**src/cirqf_defines.vh**
```
// Constants for the contactless interrupt and error flag block.
// Assumes inclusion by bare name from the design file.
`ifndef CIRQF_DEFINES_VH
`define CIRQF_DEFINES_VH
// Register offsets (byte address = index * 4 since 0xd5 is not word aligned)
`define CIRQF_IDX_MISC 8'hd5
`define CIRQF_IDX_ERR 8'hd6
`define CIRQF_IDX_MIEN 8'hd3
`define CIRQF_IDX_CTRL 8'he0
`define CIRQF_ADDR_MISC 10'h354
`define CIRQF_ADDR_ERR 10'h358
`define CIRQF_ADDR_MIEN 10'h34c
`define CIRQF_ADDR_CTRL 10'h380
// Misc flag bits
`define CIRQF_B_POL 7
`define CIRQF_B_SECURE_SIGNAL_INPUT 4
`define CIRQF_B_MODE 3
`define CIRQF_B_CRC 2
`define CIRQF_B_RFON 1
`define CIRQF_B_RFOFF 0
`define CIRQF_MISC_MASK 8'h1f
// Error flag bits
`define CIRQF_B_WR 7
`define CIRQF_B_TEMP 6
`define CIRQF_B_FIELD_TIMING_ERROR 5
`define CIRQF_B_OVFL 4
`define CIRQF_B_COLL 3
`define CIRQF_B_CHECKSUM_ERROR 2
`define CIRQF_B_PAR 1
`define CIRQF_B_PROT 0
// Control register bits
`define CIRQF_B_RXCRC 0
`define CIRQF_B_SYNC 1
`define CIRQF_B_INIT 2
`define CIRQF_FRAMING_ACTIVE 2'h1
// Speed codes
`define CIRQF_SPEED_106 2'h0
`define CIRQF_RESET_BYTE 8'h00
`endif

```
**src/cirqf_flags.v**
```verilog
// Miscellaneous interrupt flags and command error flags with Avalon-MM slave.
// Assumes event inputs are single-cycle pulses on clk_sys; secure and field
// inputs come from pins and are synchronised here.
//
// Contract
// [RULE_01] Bit 7 write selects clear or set
// [RULE_02] Secure input edges set flag bit 4
// [RULE_03] Mode detection sets flag bit 3
// [RULE_04] Mode detector started only by auto-collision
// [RULE_05] Mode detector restarts after each field reset
// [RULE_06] Checksum completion sets flag bit 2
// [RULE_07] Field appearing sets flag bit 1
// [RULE_08] Field disappearing sets flag bit 0
// [RULE_09] Error register read-only, last command errors
// [RULE_10] FIFO writes in forbidden windows flag violation
// [RULE_11] Overheat sets bit 6, drivers off
// [RULE_12] Field timing error only when framing active
// [RULE_13] Writing full FIFO sets overflow
// [RULE_14] Collision only at 106, cleared at rx start
// [RULE_15] Checksum error when enabled, cleared rx start
// [RULE_16] Parity error at 106, cleared rx start
// [RULE_17] Bad start of frame sets protocol error
// [RULE_18] Byte length violation with sync detect
// [RULE_19] Initiator during auto-collision: protocol error
// [RULE_20] Wrong authenticate byte count: protocol error
// [RULE_21] Two short Miller pauses: protocol error
// [RULE_22] Command start clears errors except overheat
// [RULE_23] Misc flags gated by enable to line
// [RULE_24] Any error sets error summary flag
// [RULE_25] Reads side-effect free, reserved bits zero
//
// Decided for this implementation: the Avalon-MM register port.
`timescale 1ns/1ps
`include "cirqf_defines.vh"

module cirqf_flags (
  // Clock and reset
  input wire clk_sys,
  input wire rst_n,
  // Avalon-MM slave
  input wire [9:0] avs_address,
  input wire avs_read,
  input wire avs_write,
  input wire [31:0] avs_writedata,
  output reg [31:0] avs_readdata,
  output reg avs_waitrequest,
  // Pin level inputs
  input wire secure_signal_input,
  input wire field_present,
  input wire temp_overheat,
  // Command events
  input wire cmd_start,
  input wire auto_collision_command,
  input wire authenticate_command,
  input wire checksum_command_active,
  input wire checksum_data_done,
  input wire field_reset,
  input wire mode_identified,
  // Receiver and FIFO events
  input wire rx_start,
  input wire tx_last_sent,
  input wire rx_last_received,
  input wire cpu_fifo_write,
  input wire int_fifo_write,
  input wire fifo_full,
  input wire active_mode,
  input wire [1:0] rx_framing_select,
  input wire [1:0] tx_framing_select,
  input wire [1:0] rx_speed,
  input wire field_timeout,
  input wire bit_collision,
  input wire checksum_fail,
  input wire parity_fail,
  input wire sof_bad,
  input wire byte_length_violation,
  input wire alt_scheme,
  input wire auth_count_wrong,
  input wire miller_short_pauses,
  // Outputs
  output reg irq_line_zero,
  output reg error_summary_flag,
  output reg mode_detector_run,
  output reg antenna_drivers_off
);

  // ----------------------------------------------------------------
  // Pin synchronisers
  // ----------------------------------------------------------------
  reg [2:0] sync_a;
  reg [2:0] sync_b;
  reg sig_prev;
  reg field_prev;
  always @(posedge clk_sys) begin
    if (!rst_n) begin
      sync_a <= 3'h0;
      sync_b <= 3'h0;
      sig_prev <= 1'b0;
      field_prev <= 1'b0;
    end else begin
      sync_a <= {temp_overheat, field_present, secure_signal_input};
      sync_b <= sync_a;
      sig_prev <= sync_b[0];
      field_prev <= sync_b[1];
    end
  end
  wire sig_s = sync_b[0];
  wire field_s = sync_b[1];
  wire temp_s = sync_b[2];

  // ----------------------------------------------------------------
  // Bus decode
  // ----------------------------------------------------------------
  // Single wait cycle: answer on the second cycle of every request
  wire req = (avs_read | avs_write) & avs_waitrequest;
  wire accept = (avs_read | avs_write) & ~avs_waitrequest;
  wire wr_misc = accept & avs_write & (avs_address == `CIRQF_ADDR_MISC);
  wire wr_mien = accept & avs_write & (avs_address == `CIRQF_ADDR_MIEN);
  wire wr_ctrl = accept & avs_write & (avs_address == `CIRQF_ADDR_CTRL);

  reg [7:0] misc;
  reg [7:0] err;
  reg [4:0] mien;
  reg [2:0] ctrl;
  // Three stages: both sync flops and the history flop must hold pin data
  reg [2:0] sig_armed;
  reg rx_window;

  // ----------------------------------------------------------------
  // Miscellaneous flags
  // ----------------------------------------------------------------
  reg [7:0] next_misc;
  reg [7:0] misc_ev;
  always @* begin
    misc_ev = `CIRQF_RESET_BYTE;
    // [RULE_02] either edge
    misc_ev[`CIRQF_B_SECURE_SIGNAL_INPUT] = sig_armed[2] & (sig_s ^ sig_prev);
    // [RULE_03] mode found
    misc_ev[`CIRQF_B_MODE] = mode_detector_run & mode_identified;
    // [RULE_06] checksum finished
    misc_ev[`CIRQF_B_CRC] = checksum_command_active & checksum_data_done;
    // [RULE_07] field appears
    misc_ev[`CIRQF_B_RFON] = field_s & ~field_prev;
    // [RULE_08] field vanishes
    misc_ev[`CIRQF_B_RFOFF] = ~field_s & field_prev;
    next_misc = misc;
    // [RULE_01] polarity write
    if (wr_misc) begin
      if (avs_writedata[`CIRQF_B_POL])
        next_misc = misc | (avs_writedata[7:0] & `CIRQF_MISC_MASK);
      else
        next_misc = misc & ~(avs_writedata[7:0] & `CIRQF_MISC_MASK);
    end
    // Hardware set wins over a simultaneous software clear
    next_misc = (next_misc | misc_ev) & `CIRQF_MISC_MASK;
  end

  // ----------------------------------------------------------------
  // Error flags
  // ----------------------------------------------------------------
  reg [7:0] next_err;
  reg [7:0] err_ev;
  wire is_106 = (rx_speed == `CIRQF_SPEED_106);
  always @* begin
    err_ev = `CIRQF_RESET_BYTE;
    // [RULE_10] forbidden FIFO write
    err_ev[`CIRQF_B_WR] = cpu_fifo_write & (auto_collision_command | authenticate_command
                          | rx_window);
    // [RULE_11] overheat
    err_ev[`CIRQF_B_TEMP] = temp_s;
    // [RULE_12] framing gated
    err_ev[`CIRQF_B_FIELD_TIMING_ERROR] = active_mode & field_timeout &
      ((rx_framing_select == `CIRQF_FRAMING_ACTIVE) |
       (tx_framing_select == `CIRQF_FRAMING_ACTIVE));
    // [RULE_13] overflow
    err_ev[`CIRQF_B_OVFL] = fifo_full & (cpu_fifo_write | int_fifo_write);
    // [RULE_14] collision at 106 only
    err_ev[`CIRQF_B_COLL] = bit_collision & is_106;
    // [RULE_15] checksum check
    err_ev[`CIRQF_B_CHECKSUM_ERROR] = checksum_fail & ctrl[`CIRQF_B_RXCRC];
    // [RULE_16] parity at 106
    err_ev[`CIRQF_B_PAR] = parity_fail & is_106;
    // [RULE_17] [RULE_18] [RULE_19] [RULE_20] [RULE_21] protocol causes
    err_ev[`CIRQF_B_PROT] = (sof_bad & is_106)
      | (byte_length_violation & ctrl[`CIRQF_B_SYNC] & (alt_scheme | (active_mode & ~is_106)))
      | (auto_collision_command & ctrl[`CIRQF_B_INIT])
      | (authenticate_command & auth_count_wrong)
      | miller_short_pauses;
    next_err = err;
    // [RULE_22] command start clears all but overheat
    if (cmd_start)
      next_err = err & (8'h01 << `CIRQF_B_TEMP);
    // [RULE_14] [RULE_15] [RULE_16] [RULE_17] receiver start clear
    if (rx_start) begin
      next_err[`CIRQF_B_COLL] = 1'b0;
      next_err[`CIRQF_B_CHECKSUM_ERROR] = 1'b0;
      next_err[`CIRQF_B_PAR] = 1'b0;
      next_err[`CIRQF_B_PROT] = 1'b0;
    end
    next_err = next_err | err_ev;
  end

  // ----------------------------------------------------------------
  // Registers and receive window tracking
  // ----------------------------------------------------------------
  always @(posedge clk_sys) begin
    if (!rst_n) begin
      misc <= `CIRQF_RESET_BYTE;
      err <= `CIRQF_RESET_BYTE;
      mien <= 5'h00;
      ctrl <= 3'h0;
      sig_armed <= 3'h0;
      rx_window <= 1'b0;
      mode_detector_run <= 1'b0;
      antenna_drivers_off <= 1'b0;
      irq_line_zero <= 1'b0;
      error_summary_flag <= 1'b0;
    end else begin
      // Edge detector stays quiet until its history is valid
      sig_armed <= {sig_armed[1:0], 1'b1};
      misc <= next_misc;
      // [RULE_09] written only by hardware
      err <= next_err;
      if (wr_mien)
        mien <= avs_writedata[4:0];
      if (wr_ctrl)
        ctrl <= avs_writedata[2:0];
      if (tx_last_sent)
        rx_window <= 1'b1;
      else if (rx_last_received)
        rx_window <= 1'b0;
      // [RULE_04] [RULE_05] start and self-stop
      if (mode_detector_run & mode_identified)
        mode_detector_run <= 1'b0;
      else if ((cmd_start & auto_collision_command) | field_reset)
        mode_detector_run <= 1'b1;
      // [RULE_11] drivers off once overheat is flagged, until reset
      antenna_drivers_off <= next_err[`CIRQF_B_TEMP];
      // [RULE_23] enable gating
      irq_line_zero <= |(next_misc[4:0] & mien);
      // [RULE_24] error summary
      error_summary_flag <= |next_err;
    end
  end

  // ----------------------------------------------------------------
  // Bus answer
  // ----------------------------------------------------------------
  always @(posedge clk_sys) begin
    if (!rst_n) begin
      avs_waitrequest <= 1'b1;
      avs_readdata <= 32'h0000_0000;
    end else begin
      avs_waitrequest <= ~(req & avs_waitrequest);
      if (req & avs_waitrequest & avs_read) begin
        // [RULE_25] reads do not disturb flags
        case (avs_address)
          `CIRQF_ADDR_MISC: avs_readdata <= {24'h0, 3'h0, misc[4:0]};
          `CIRQF_ADDR_ERR: avs_readdata <= {24'h0, err};
          `CIRQF_ADDR_MIEN: avs_readdata <= {24'h0, 3'h0, mien};
          `CIRQF_ADDR_CTRL: avs_readdata <= {24'h0, 5'h0, ctrl};
          default: avs_readdata <= 32'h0000_0000;
        endcase
      end
    end
  end

endmodule // cirqf_flags

```
**config.mk**
```make
export PLATFORM = sky130hd
export DESIGN_NAME = cirqf_flags
export DESIGN_NICKNAME = d
export VERILOG_FILES = /design/src/cirqf_flags.v
export VERILOG_INCLUDE_DIRS = /design/src /design/src/src
export SDC_FILE = /design/constraint.sdc
export NUM_CORES = 1
export LEC_CHECK = 0
export ABC_CLOCK_PERIOD_IN_PS = 3200
export BUFFER_PORTS_ARGS = -buffer_cell sky130_fd_sc_hd__buf_4
export CAP_MARGIN = 20
export CORE_MARGIN = 2
export CORE_UTILIZATION = 45
export CTS_CLUSTER_SIZE = 30
export DETAILED_ROUTE_END_ITERATION = 16
export PLACE_DENSITY = 0.8
export SYNTH_ARGS = -nofsm -noshare
export SYNTH_HDL_FRONTEND = slang
export SYNTH_SLANG_ARGS = --single-unit
export TNS_END_PERCENT = 1
```
**constraint.sdc**
```tcl
create_clock -name clk_sys -period 3.2 [get_ports clk_sys]
set_input_delay 0.48 -clock clk_sys [delete_from_list [all_inputs] [get_ports clk_sys]]
set_output_delay 0.48 -clock clk_sys [all_outputs]
set_load 0.02 [all_outputs]
```
==> results of run 1 <==
## how the worst max path moves through the flow
stage                         startpoint                      endpoint
after floorplan           avs_address[5]      irq_line_zero$_SDFF_PN0_
after global placement    avs_address[0]  avs_readdata[0]$_SDFFE_PN0P_
after detailed placement  avs_address[0]  avs_readdata[1]$_SDFFE_PN0P_
after CTS                 avs_address[0]  avs_readdata[1]$_SDFFE_PN0P_
after global routing      avs_address[0]  avs_readdata[0]$_SDFFE_PN0P_
final                     avs_address[0]  avs_readdata[0]$_SDFFE_PN0P_
## critical path, cell delays in order
cell                        delay, ns
sky130_fd_sc_hd__buf_4           0.10
sky130_fd_sc_hd__nand4bb_1       0.53
sky130_fd_sc_hd__nor4b_4         0.71
sky130_fd_sc_hd__o41ai_2         0.23
sky130_fd_sc_hd__a221oi_1        0.28
## kinds of logic after synthesis
family	count (synthesis)
xor+xnor	1
buf+inv	40
other cells	1
mux	5
compound gates	52
flops	45
simple gates	93
## power groups by stage
stage	combinational [W]	clock (W)	sequential (W)
floorplan	0.000101	0	0.000602
global placement	0.000151	0	0.000602
detailed placement	0.000154	0	0.000602
CTS	0.000154	0.000350	0.000589
global route	0.000169	0.000376	0.000591
finish	0.000154	0.000345	0.000589
## through the flow
stage	power [W]	cells
after detailed placement	0.0007556	346
after global routing	0.001136	353
final	0.001088	353
after floorplan	0.0007029	260
after global placement	0.0007527	346
after CTS	0.001093	353
## state kept, by name, indices dropped and copies added (netlist names)
signal	cells
avs_readdata	8
err	8
mien	5
misc	5
ctrl	3
sig_armed	3
sync_a	3
sync_b	3
avs_waitrequest	1
error_summary_flag	1
field_prev	1
irq_line_zero	1
mode_detector_run	1
rx_window	1
sig_prev	1
## synthesized netlist by cell type
cell                         n  area (sq um)
sky130_fd_sc_hd__buf_2       3         15.01
sky130_fd_sc_hd__xor2_1      1         8.760
sky130_fd_sc_hd__a2bb2oi_1   1         8.760
sky130_fd_sc_hd__nor4_2      3         37.54
sky130_fd_sc_hd__nor2b_1     6         37.54
sky130_fd_sc_hd__nand2_1    18         67.56
sky130_fd_sc_hd__or4bb_1     5         56.30
sky130_fd_sc_hd__nor4b_1     2         17.52
sky130_fd_sc_hd__and2_1     19         118.9
sky130_fd_sc_hd__inv_1       6         22.52
sky130_fd_sc_hd__dfxtp_1    45         900.9
sky130_fd_sc_hd__o41ai_2     1         16.27
sky130_fd_sc_hd__a22oi_1     8         60.06
sky130_fd_sc_hd__a21boi_0    2         15.01
sky130_fd_sc_hd__nor4b_2     1         15.01
sky130_fd_sc_hd__clkinv_1    1         3.750
sky130_fd_sc_hd__or3b_1      1         8.760
sky130_fd_sc_hd__nor2_1     17         63.81
sky130_fd_sc_hd__nand4bb_1   2         22.52
sky130_fd_sc_hd__a211oi_1    2         15.01
sky130_fd_sc_hd__and3_1      1         6.260
sky130_fd_sc_hd__o211ai_1    2         15.01
sky130_fd_sc_hd__mux2i_1     5         50.05
sky130_fd_sc_hd__or3_1       1         6.260
sky130_fd_sc_hd__o22ai_1     1         6.260
sky130_fd_sc_hd__nor4_1      4         25.02
sky130_fd_sc_hd__a221oi_1    4         35.03
sky130_fd_sc_hd__nor4b_4     1         23.77
sky130_fd_sc_hd__o31ai_1     1         7.510
sky130_fd_sc_hd__a32oi_1     1         8.760
sky130_fd_sc_hd__buf_4      24         180.2
sky130_fd_sc_hd__o21ai_0     2         10.01
sky130_fd_sc_hd__nand3_1    12         60.06
sky130_fd_sc_hd__a222oi_1    4         40.04
sky130_fd_sc_hd__a22o_1      3         26.28
sky130_fd_sc_hd__a21oi_1    19         95.09
sky130_fd_sc_hd__conb_1      1         3.750
sky130_fd_sc_hd__a41oi_1     1         8.760
sky130_fd_sc_hd__clkbuf_1    6         22.52
## metal layers
layer  routed length, microns  vias up  global-route usage [%]
met4                      106        0                   8.848
met5                        0        -                       0
met3                      356       14                   5.110
met1                     2222      859                   25.09
li1                         -      929                       -
met2                     2200       81                   28.83
## layout make-up
class / count / area [sq um] / share of cell area [%]
Inverter: 7 / 26.28 / 0.9906
Timing Repair Buffer: 65 / 488.0 / 18.40
Sequential cell: 45 / 900.9 / 33.96
Tap cell: 54 / 67.56 / 2.547
Multi-Input combinational cell: 175 / 1084 / 40.85
Clock buffer: 7 / 86.33 / 3.255
==> results.txt, run 1 <==
- The run finished with clean final reports.
- For the pin with the worst max-slew slack, the measured transition is between 0.7 and 0.8 ns.
* Critical register-to-register path endpoint: irq_line_zero$_SDFF_PN0_
- Placement Rows: 25
* Number of DRC violations after detailed-routing iteration 0: 152
* First-pass GRT wire length: 7.672 mm
- Worst reg2reg path startpoint: avs_waitrequest$_SDFF_PN1_
- Number of cells traversed by the worst register-to-register path: 5
- Share of synthesized area occupied by flip-flops and latches: 42.06%
- Setup repair after global routing left no endpoint under its margin.
* Area growth from synthesis to layout: 23.83%
- Maximum root-to-sink buffer count: 2
* Simple-gate share of the synthesized area: between 20% and 30%
- At the worst endpoint, the arrival time is between 2 and 2.5 ns.
- For this run, the number of Yosys warnings is 0.
- Entering global routing, the biggest net connects 27 pins.
- The number of gates resized after CTS was 0.
* Worst hold slack across all endpoints: just under 0.4 ns
* Overall global routing resource usage: between 10% and 20%
* Adder-cell share of the synthesized area: 0%
* VDD IR max: ~280 uV
- Period minus WS final: about 2.1 ns
* Dpl hpwl: around 3.8 mm
* Post-synthesis instance total: 237
* Initial antenna violation count: 0
- Mux share of post-synthesis cell area: roughly 2.3%
* Maximum fanout along the worst path: 10
- In this run, the combinational gates consume between 10% and 20% of the power.
- Measured along the y axis, the die boundary spans about 73 microns.
- The worst setup path is launched from a primary input.
* Worst Hold Endpoint: mode_detector_run$_SDFFE_PP0P_
- Static leakage: around 1.1 nW
- Measured on the finished design, the core utilization comes to around 57%.
- STA classifies the critical path endpoint as a flip-flop.
- Setup Buffers After CTS: 0
* Area enclosed by the die boundary: between 5000 and 6000 sq um
- Cts hold-fix bufs: 0
- Cell depth of the worst min-delay path: 2
- After synthesis, the netlist uses 39 different library cells.
* Critical path type: primary input to flip-flop
* Final cell area excluding filler cells: 2653 sq um
- The number of antenna diodes in the final layout is 0.
- The die is ~73 microns wide.
- The library cell used most frequently in the layout, excluding fill and tap cells, is sky130_fd_sc_hd__buf_4.
* Initial core utilization: 45.96%
- The share of total power dissipated in sequential elements is around 54%.
- Leaving out fill and tap cells, the most frequent cells in the layout are sky130_fd_sc_hd__buf_4, sky130_fd_sc_hd__dfxtp_1, sky130_fd_sc_hd__conb_1.
* Number of port buffers: 64
* DRC violations left: 0
- The setup check on the worst reg-to-reg path leaves a slack of between 1 and 1.5 ns.
- CTS placed an instance of sky130_fd_sc_hd__clkbuf_8 at the clock tree root.
* Total congestion overflow after global routing: 0
- Setup violations remaining at the end of the flow were counted as 0.
- Across the run, the number of max-cap violations was 0.
* Vias: 1,883
- Clock latency reported for the late side of the worst-skew pair: 0.30 ns
- H-Tree Depth: 2
- Fill cells in the final layout number around 430.
- Worst min path class: primary input to flip-flop
- Antenna Nets Post-Route: 0
- Final worst-path setup slack: ~1.1 ns
* Via count of the first global-routing pass: about 1,700
- Nets@finish: ~380
- Worst Skew: approximately 0.0082 ns
- DRT Pass-1 Iters: 5
- Clock sink count: 45
* Required arrival time at the worst endpoint: between 3 and 4 ns
- Internal power contribution: a little over 0.0008 W
* Sw power: about 0.00027 W
* Post-placement worst setup slack: ~0.76 ns
* Synthesized-area fraction occupied by ao, oa, aoi and oai cells: about 17%
- Post-detailed-routing wire length: 4.885 mm
* Routed length per instance: 13.84 microns
- In the routed layout, each cell is associated on average with a via count of between 5 and 6.
- Pin placement for this block handled between 100 and 150 I/O pins.
- The synthesized netlist occupies a cell area of around 2100 sq um.
- Final setup TNS: 0 ns
- Clock tree from TritonCTS: built
- After synthesis, the largest family of logic cells by area is simple AND/OR/NAND/NOR gates.
- Max Slew Vio Count: 0
* Average footprint of a synthesized cell: 9.038 sq um
- Clk pin slew, worst setup/hold paths: about 0.080 ns
* Fin. Hold Viols: 0
- Power per cell area: 410.0 nW/um^2
- Of the total power, the share spent switching nets is around a quarter.
* XOR/XNOR share of the synthesized area: less than 1%
- The clock network accounts for 31.7% of the total power.
- Ratio of cells with drive above 1 in the final layout: 25.75%
- Number of storage elements in the synthesis netlist: 45
- Area of placed instances: between 2000 and 3000 sq um
- Headroom to the max-slew limit came out at 52.22%.
- Routability congestion estimate: around 0.82
* F_max: between 400 and 500 MHz
- The startpoint identified for the worst hold timing path is mode_identified.
- Clock tree synthesis inserted a total of 5 buffers.
- The worst path uses 66.91% of the clock period.
- The floorplan step defined a core boundary enclosing ~4700 sq um.
(Power assumes the default switching activity.)
==> run 2: changes to the inputs <==
--- a/config.mk
+++ b/config.mk
@@ -6,14 +6,15 @@
 export SDC_FILE = /design/constraint.sdc
 export NUM_CORES = 1
 export LEC_CHECK = 0
-export ABC_CLOCK_PERIOD_IN_PS = 3200
+export ABC_AREA = 1
+export ABC_CLOCK_PERIOD_IN_PS = 1800
 export BUFFER_PORTS_ARGS = -buffer_cell sky130_fd_sc_hd__buf_4
 export CAP_MARGIN = 20
 export CORE_MARGIN = 2
-export CORE_UTILIZATION = 45
+export CORE_UTILIZATION = 41
 export CTS_CLUSTER_SIZE = 30
 export DETAILED_ROUTE_END_ITERATION = 16
-export PLACE_DENSITY = 0.8
+export PLACE_DENSITY = 0.76
 export SYNTH_ARGS = -nofsm -noshare
 export SYNTH_HDL_FRONTEND = slang
 export SYNTH_SLANG_ARGS = --single-unit
==> constraint.sdc (replaced) <==
create_clock -name clk_sys -period 1.8 [get_ports clk_sys]
set_input_delay 0.27 -clock clk_sys [delete_from_list [all_inputs] [get_ports clk_sys]]
set_output_delay 0.27 -clock clk_sys [all_outputs]
set_load 0.02 [all_outputs]
==> run 2 against run 1 <==
Effect of this change: clock power up 78%; clock skew fell by 0.0047 ns; sequential power increased by 78%; highest routed layer unchanged.
==> results.txt, run 2 <==
- The summed negative setup slack over all endpoints was 0 ns (unchanged).
* Share of Yosys cell area claimed by the top area cell type: 40.02% (-2.0 points)
- The clock sink total came to 45 (unchanged).
- The number of non-filler instances in the completed layout was 452 (+28%).
* Number of storage elements in the synthesis netlist: 45 (unchanged)
- The overall track demand over capacity in global routing came to 17.52% (-1.5 points).
- Critical-path cell with the highest stage delay: sky130_fd_sc_hd__dfxtp_1
* Pin count of the biggest net entering global routing: 25 (-7.4%)
- Routed length per instance: 11.45 microns (-17%)
- The final critical path takes up 80.25% of the cycle.
- The via-per-instance ratio was 4.615 (-13%).
- Total congestion overflow after global routing: 0 (unchanged)
- Final setup violating endpoints: 0 (unchanged)
- The worst-skew pair later-pin latency is 0.30 ns (about the same).
* Average footprint of a synthesized cell: 7.146 sq um (-21%)
* Vias: 2,086 (+11%)
* Area growth from synthesis to layout: 24.29%
- Fraction of registers with async set or reset after synthesis: 0% (unchanged)
* Outcome: finished clean
* Critical-path cell list: nor2_2 > inv_1 > nor2_2 > nand2_1 > nand2_1 > nand3_1 > nand2_1 > a21oi_1
* Count of distinct cell types in the synthesized netlist: 33 (-15%)
- The initial core utilization was 43.25% (-2.7 points).
- First-pass GRT wire length: 8.438 mm (+10%)
- Chip width: 78.10 microns (+7.0%)
* Max-slew headroom: 62.27% (+10 points)
* Cell with the most instances on the worst path: sky130_fd_sc_hd__nand2_1
* Antenna Cells: 0 (unchanged)
* Post-placement worst setup slack: 0.3174 ns (-0.4404 ns)
* Power per cell area: 709.0 nW/um^2 (+73%)
- Worst Path Arrival: 1.63 ns (-0.71 ns)
- MaxCap Viol Count: 0 (unchanged)
* Fin. Hold Viols: 0 (unchanged)
- Clock tree synthesis selected as its root buffer the cell sky130_fd_sc_hd__clkbuf_8.
- Leading post-synthesis cells by instance count: sky130_fd_sc_hd__nand2_1, sky130_fd_sc_hd__dfxtp_1, sky130_fd_sc_hd__inv_1
- Maximum fanout along the worst path: 7 (-3)
- Final worst-path setup slack: 0.3554 ns (-0.7034 ns)
* Core region area: 5205 sq um (+12%)
- The final cell utilization of the core is 53.75% (-3.2 points).
* Ratio of cells with drive above 1 in the final layout: 25.65% (-0.098 points)
* Period minus WS final: 1.445 ns
- Area enclosed by the die boundary: 6099 sq um (+14%)
- Commonest non-fill, non-tap cell in the layout: sky130_fd_sc_hd__nand2_1
- VDD IR max: 586.1 uV (+110%)
- Largest registers: avs_readdata: 8 flops, err: 8 flops
- F_max: 692.3 MHz
- DRC violations left: 0 (unchanged)
- The number of antenna violations at the first check in global routing is 0 (unchanged).
- Number of port buffers: 64 (unchanged)
- Clk pin slew, worst setup/hold paths: 0.08 ns (about the same)
* Via count of the first global-routing pass: 1,957 (+16%)
- The largest buffer count on any clock path is 2 (unchanged).
- Static leakage: 1.386 nW (+28%)
- RSZ-0062 raised after global routing: no
* Dpl hpwl: 4.028 mm (+6.4%)
- Worst min path class: primary input to flip-flop
- The count of flip-flops with a built-in enable after synthesis came to 0 (unchanged).
- Maximum single-stage delay on the critical path: 0.34 ns (-0.37 ns)
- Clock tree from TritonCTS: built
- Count leader, synth: sky130_fd_sc_hd__nand2_1
* Worst Skew: 0.003461 ns (-0.004713 ns)
* Max Slew Vio Count: 0 (unchanged)
- Ranking of synthesized cells by area: sky130_fd_sc_hd__dfxtp_1, sky130_fd_sc_hd__nand2_1, sky130_fd_sc_hd__buf_4, sky130_fd_sc_hd__inv_1, sky130_fd_sc_hd__a21oi_1
* Post-route total power: 0.001983 W (+82%)
- Number of buffers inserted during clock tree synthesis: 5 (unchanged)
* Critical path type: flip-flop to flip-flop
- Cts hold-fix bufs: 0 (unchanged)
- Number of DRC violations after detailed-routing iteration 0: 89 (-41%)
* Largest area contributor in the netlist: sky130_fd_sc_hd__dfxtp_1
- DRT Pass-1 Iters: 4 (-1)
- Die boundary height: 78.10 microns (+7.0%)
* Share of synthesized area occupied by flip-flops and latches: 40.02% (-2.0 points)
- Nets@finish: 459 (+22%)
* Post-synth top flop: sky130_fd_sc_hd__dfxtp_1
- Netlist area before placement: 2251 sq um (+5.1%)
- Top library cells by usage in the layout, fill and taps aside: sky130_fd_sc_hd__nand2_1, sky130_fd_sc_hd__buf_4, sky130_fd_sc_hd__dfxtp_1
- Number of instances in the placed design: 444 (+28%)
- The buffers inserted during post-CTS setup optimization was 0 (unchanged).
- Capturing element type of the critical path: flip-flop
* Yosys Warn Count: 0 (unchanged)
- The routed wire length is 5.176 mm (+6.0%).
* Routability congestion estimate: 0.8445 (+3.1%)
- The placement row count is 26 (+4.0%).
- IO Pins: 115 (unchanged)
- Critical path launch point type: flip-flop
* Antenna Nets Post-Route: 0 (unchanged)
* Cells resized by post-CTS repair: 0 (unchanged)
- The worst path required time came to 1.99 ns (-1.40 ns).
- The slew of the pin with the lowest slew margin was 0.5517 ns (-0.1606 ns).
- H-Tree Depth: 2 (unchanged)
- Post-synthesis instance total: 315 (+33%)
==> run 2: changes by cell type in the layout (fill, tap and decap cells not counted), moves of 8 or more <==
cell	before	now
sky130_fd_sc_hd__o21ai_0	2	19
sky130_fd_sc_hd__a22oi_1	8	0
sky130_fd_sc_hd__inv_1	6	44
sky130_fd_sc_hd__nor2_1	17	25
sky130_fd_sc_hd__nand2_1	18	73
sky130_fd_sc_hd__and2_1	19	0
==> run 2: path summary, 6_finish.rpt <==
path,start,to,slack (ns),cells after the start
worst min-delay path,field_present,sync_a[1]$_SDFF_PN0_,0.15,3
worst min register to register,sig_armed[0]$_DFF_P_,sig_armed[1]$_SDFF_PN0_,0.42,2
worst max-delay path,avs_waitrequest$_SDFF_PN1_,irq_line_zero$_SDFF_PN0_,0.36,8
worst max register to register,avs_waitrequest$_SDFF_PN1_,irq_line_zero$_SDFF_PN0_,0.36,8
==> run 2: cells by family (layout without fill, tap and decap cells) <==
logic type	Yosys count	after routing	synth area share, %
other	1	24	0.1666
buffers and inverters	79	123	17.29
and+or+nand+nor	133	133	28.01
DFF	45	45	40.02
AOI/OAI and AO/OA	57	57	14.51
==> run 2: area by class of cell <==
cell class / instances / area, sq um
Fill cell: 505 / 2407
Multi-Input combinational cell: 214 / 1047
Sequential cell: 45 / 900.9
Timing Repair Buffer: 65 / 488.0
Inverter: 50 / 187.7
Tap cell: 70 / 87.58
Clock buffer: 5 / 68.82
Clock inverter: 3 / 17.52
==> run 2: metrics by stage <==
stage,hold slack [ns],cell area (sq um)
after detailed placement,0.3994,2711
after floorplan,0.2977,2337
after global routing,0.1494,2798
after global placement,0.3935,2711
after CTS,0.1440,2798
final,0.1454,2798
==> run 2: report_power, final <==
group | switching, W | total, W | internal, W
sequential | 0.0000162 | 0.00105 | 0.00103
combinational | 0.000191 | 0.000321 | 0.000129
clock | 0.000347 | 0.000615 | 0.000268
total | 0.000555 | 0.00198 | 0.00143
==> run 2: per-layer routing <==
layer	part of all wire [%]	vias up	global-route usage [%]	wire length [microns]
met2	47	93	30.26	2423
met3	8.2	10	4.483	422
met1	43	902	20.97	2206
met5	0	-	0	0
met4	2.4	0	6.491	124
li1	-	1081	-	-
==> run 2: worst max-delay path, delay by kind of cell, from the launching register on <==
family	cells	cell delay [ns]
buffers and inverters	1	0.16
AND/OR/NAND/NOR	6	0.76
flip-flops	1	0.34
AO/OA/AOI/OAI	1	0.06
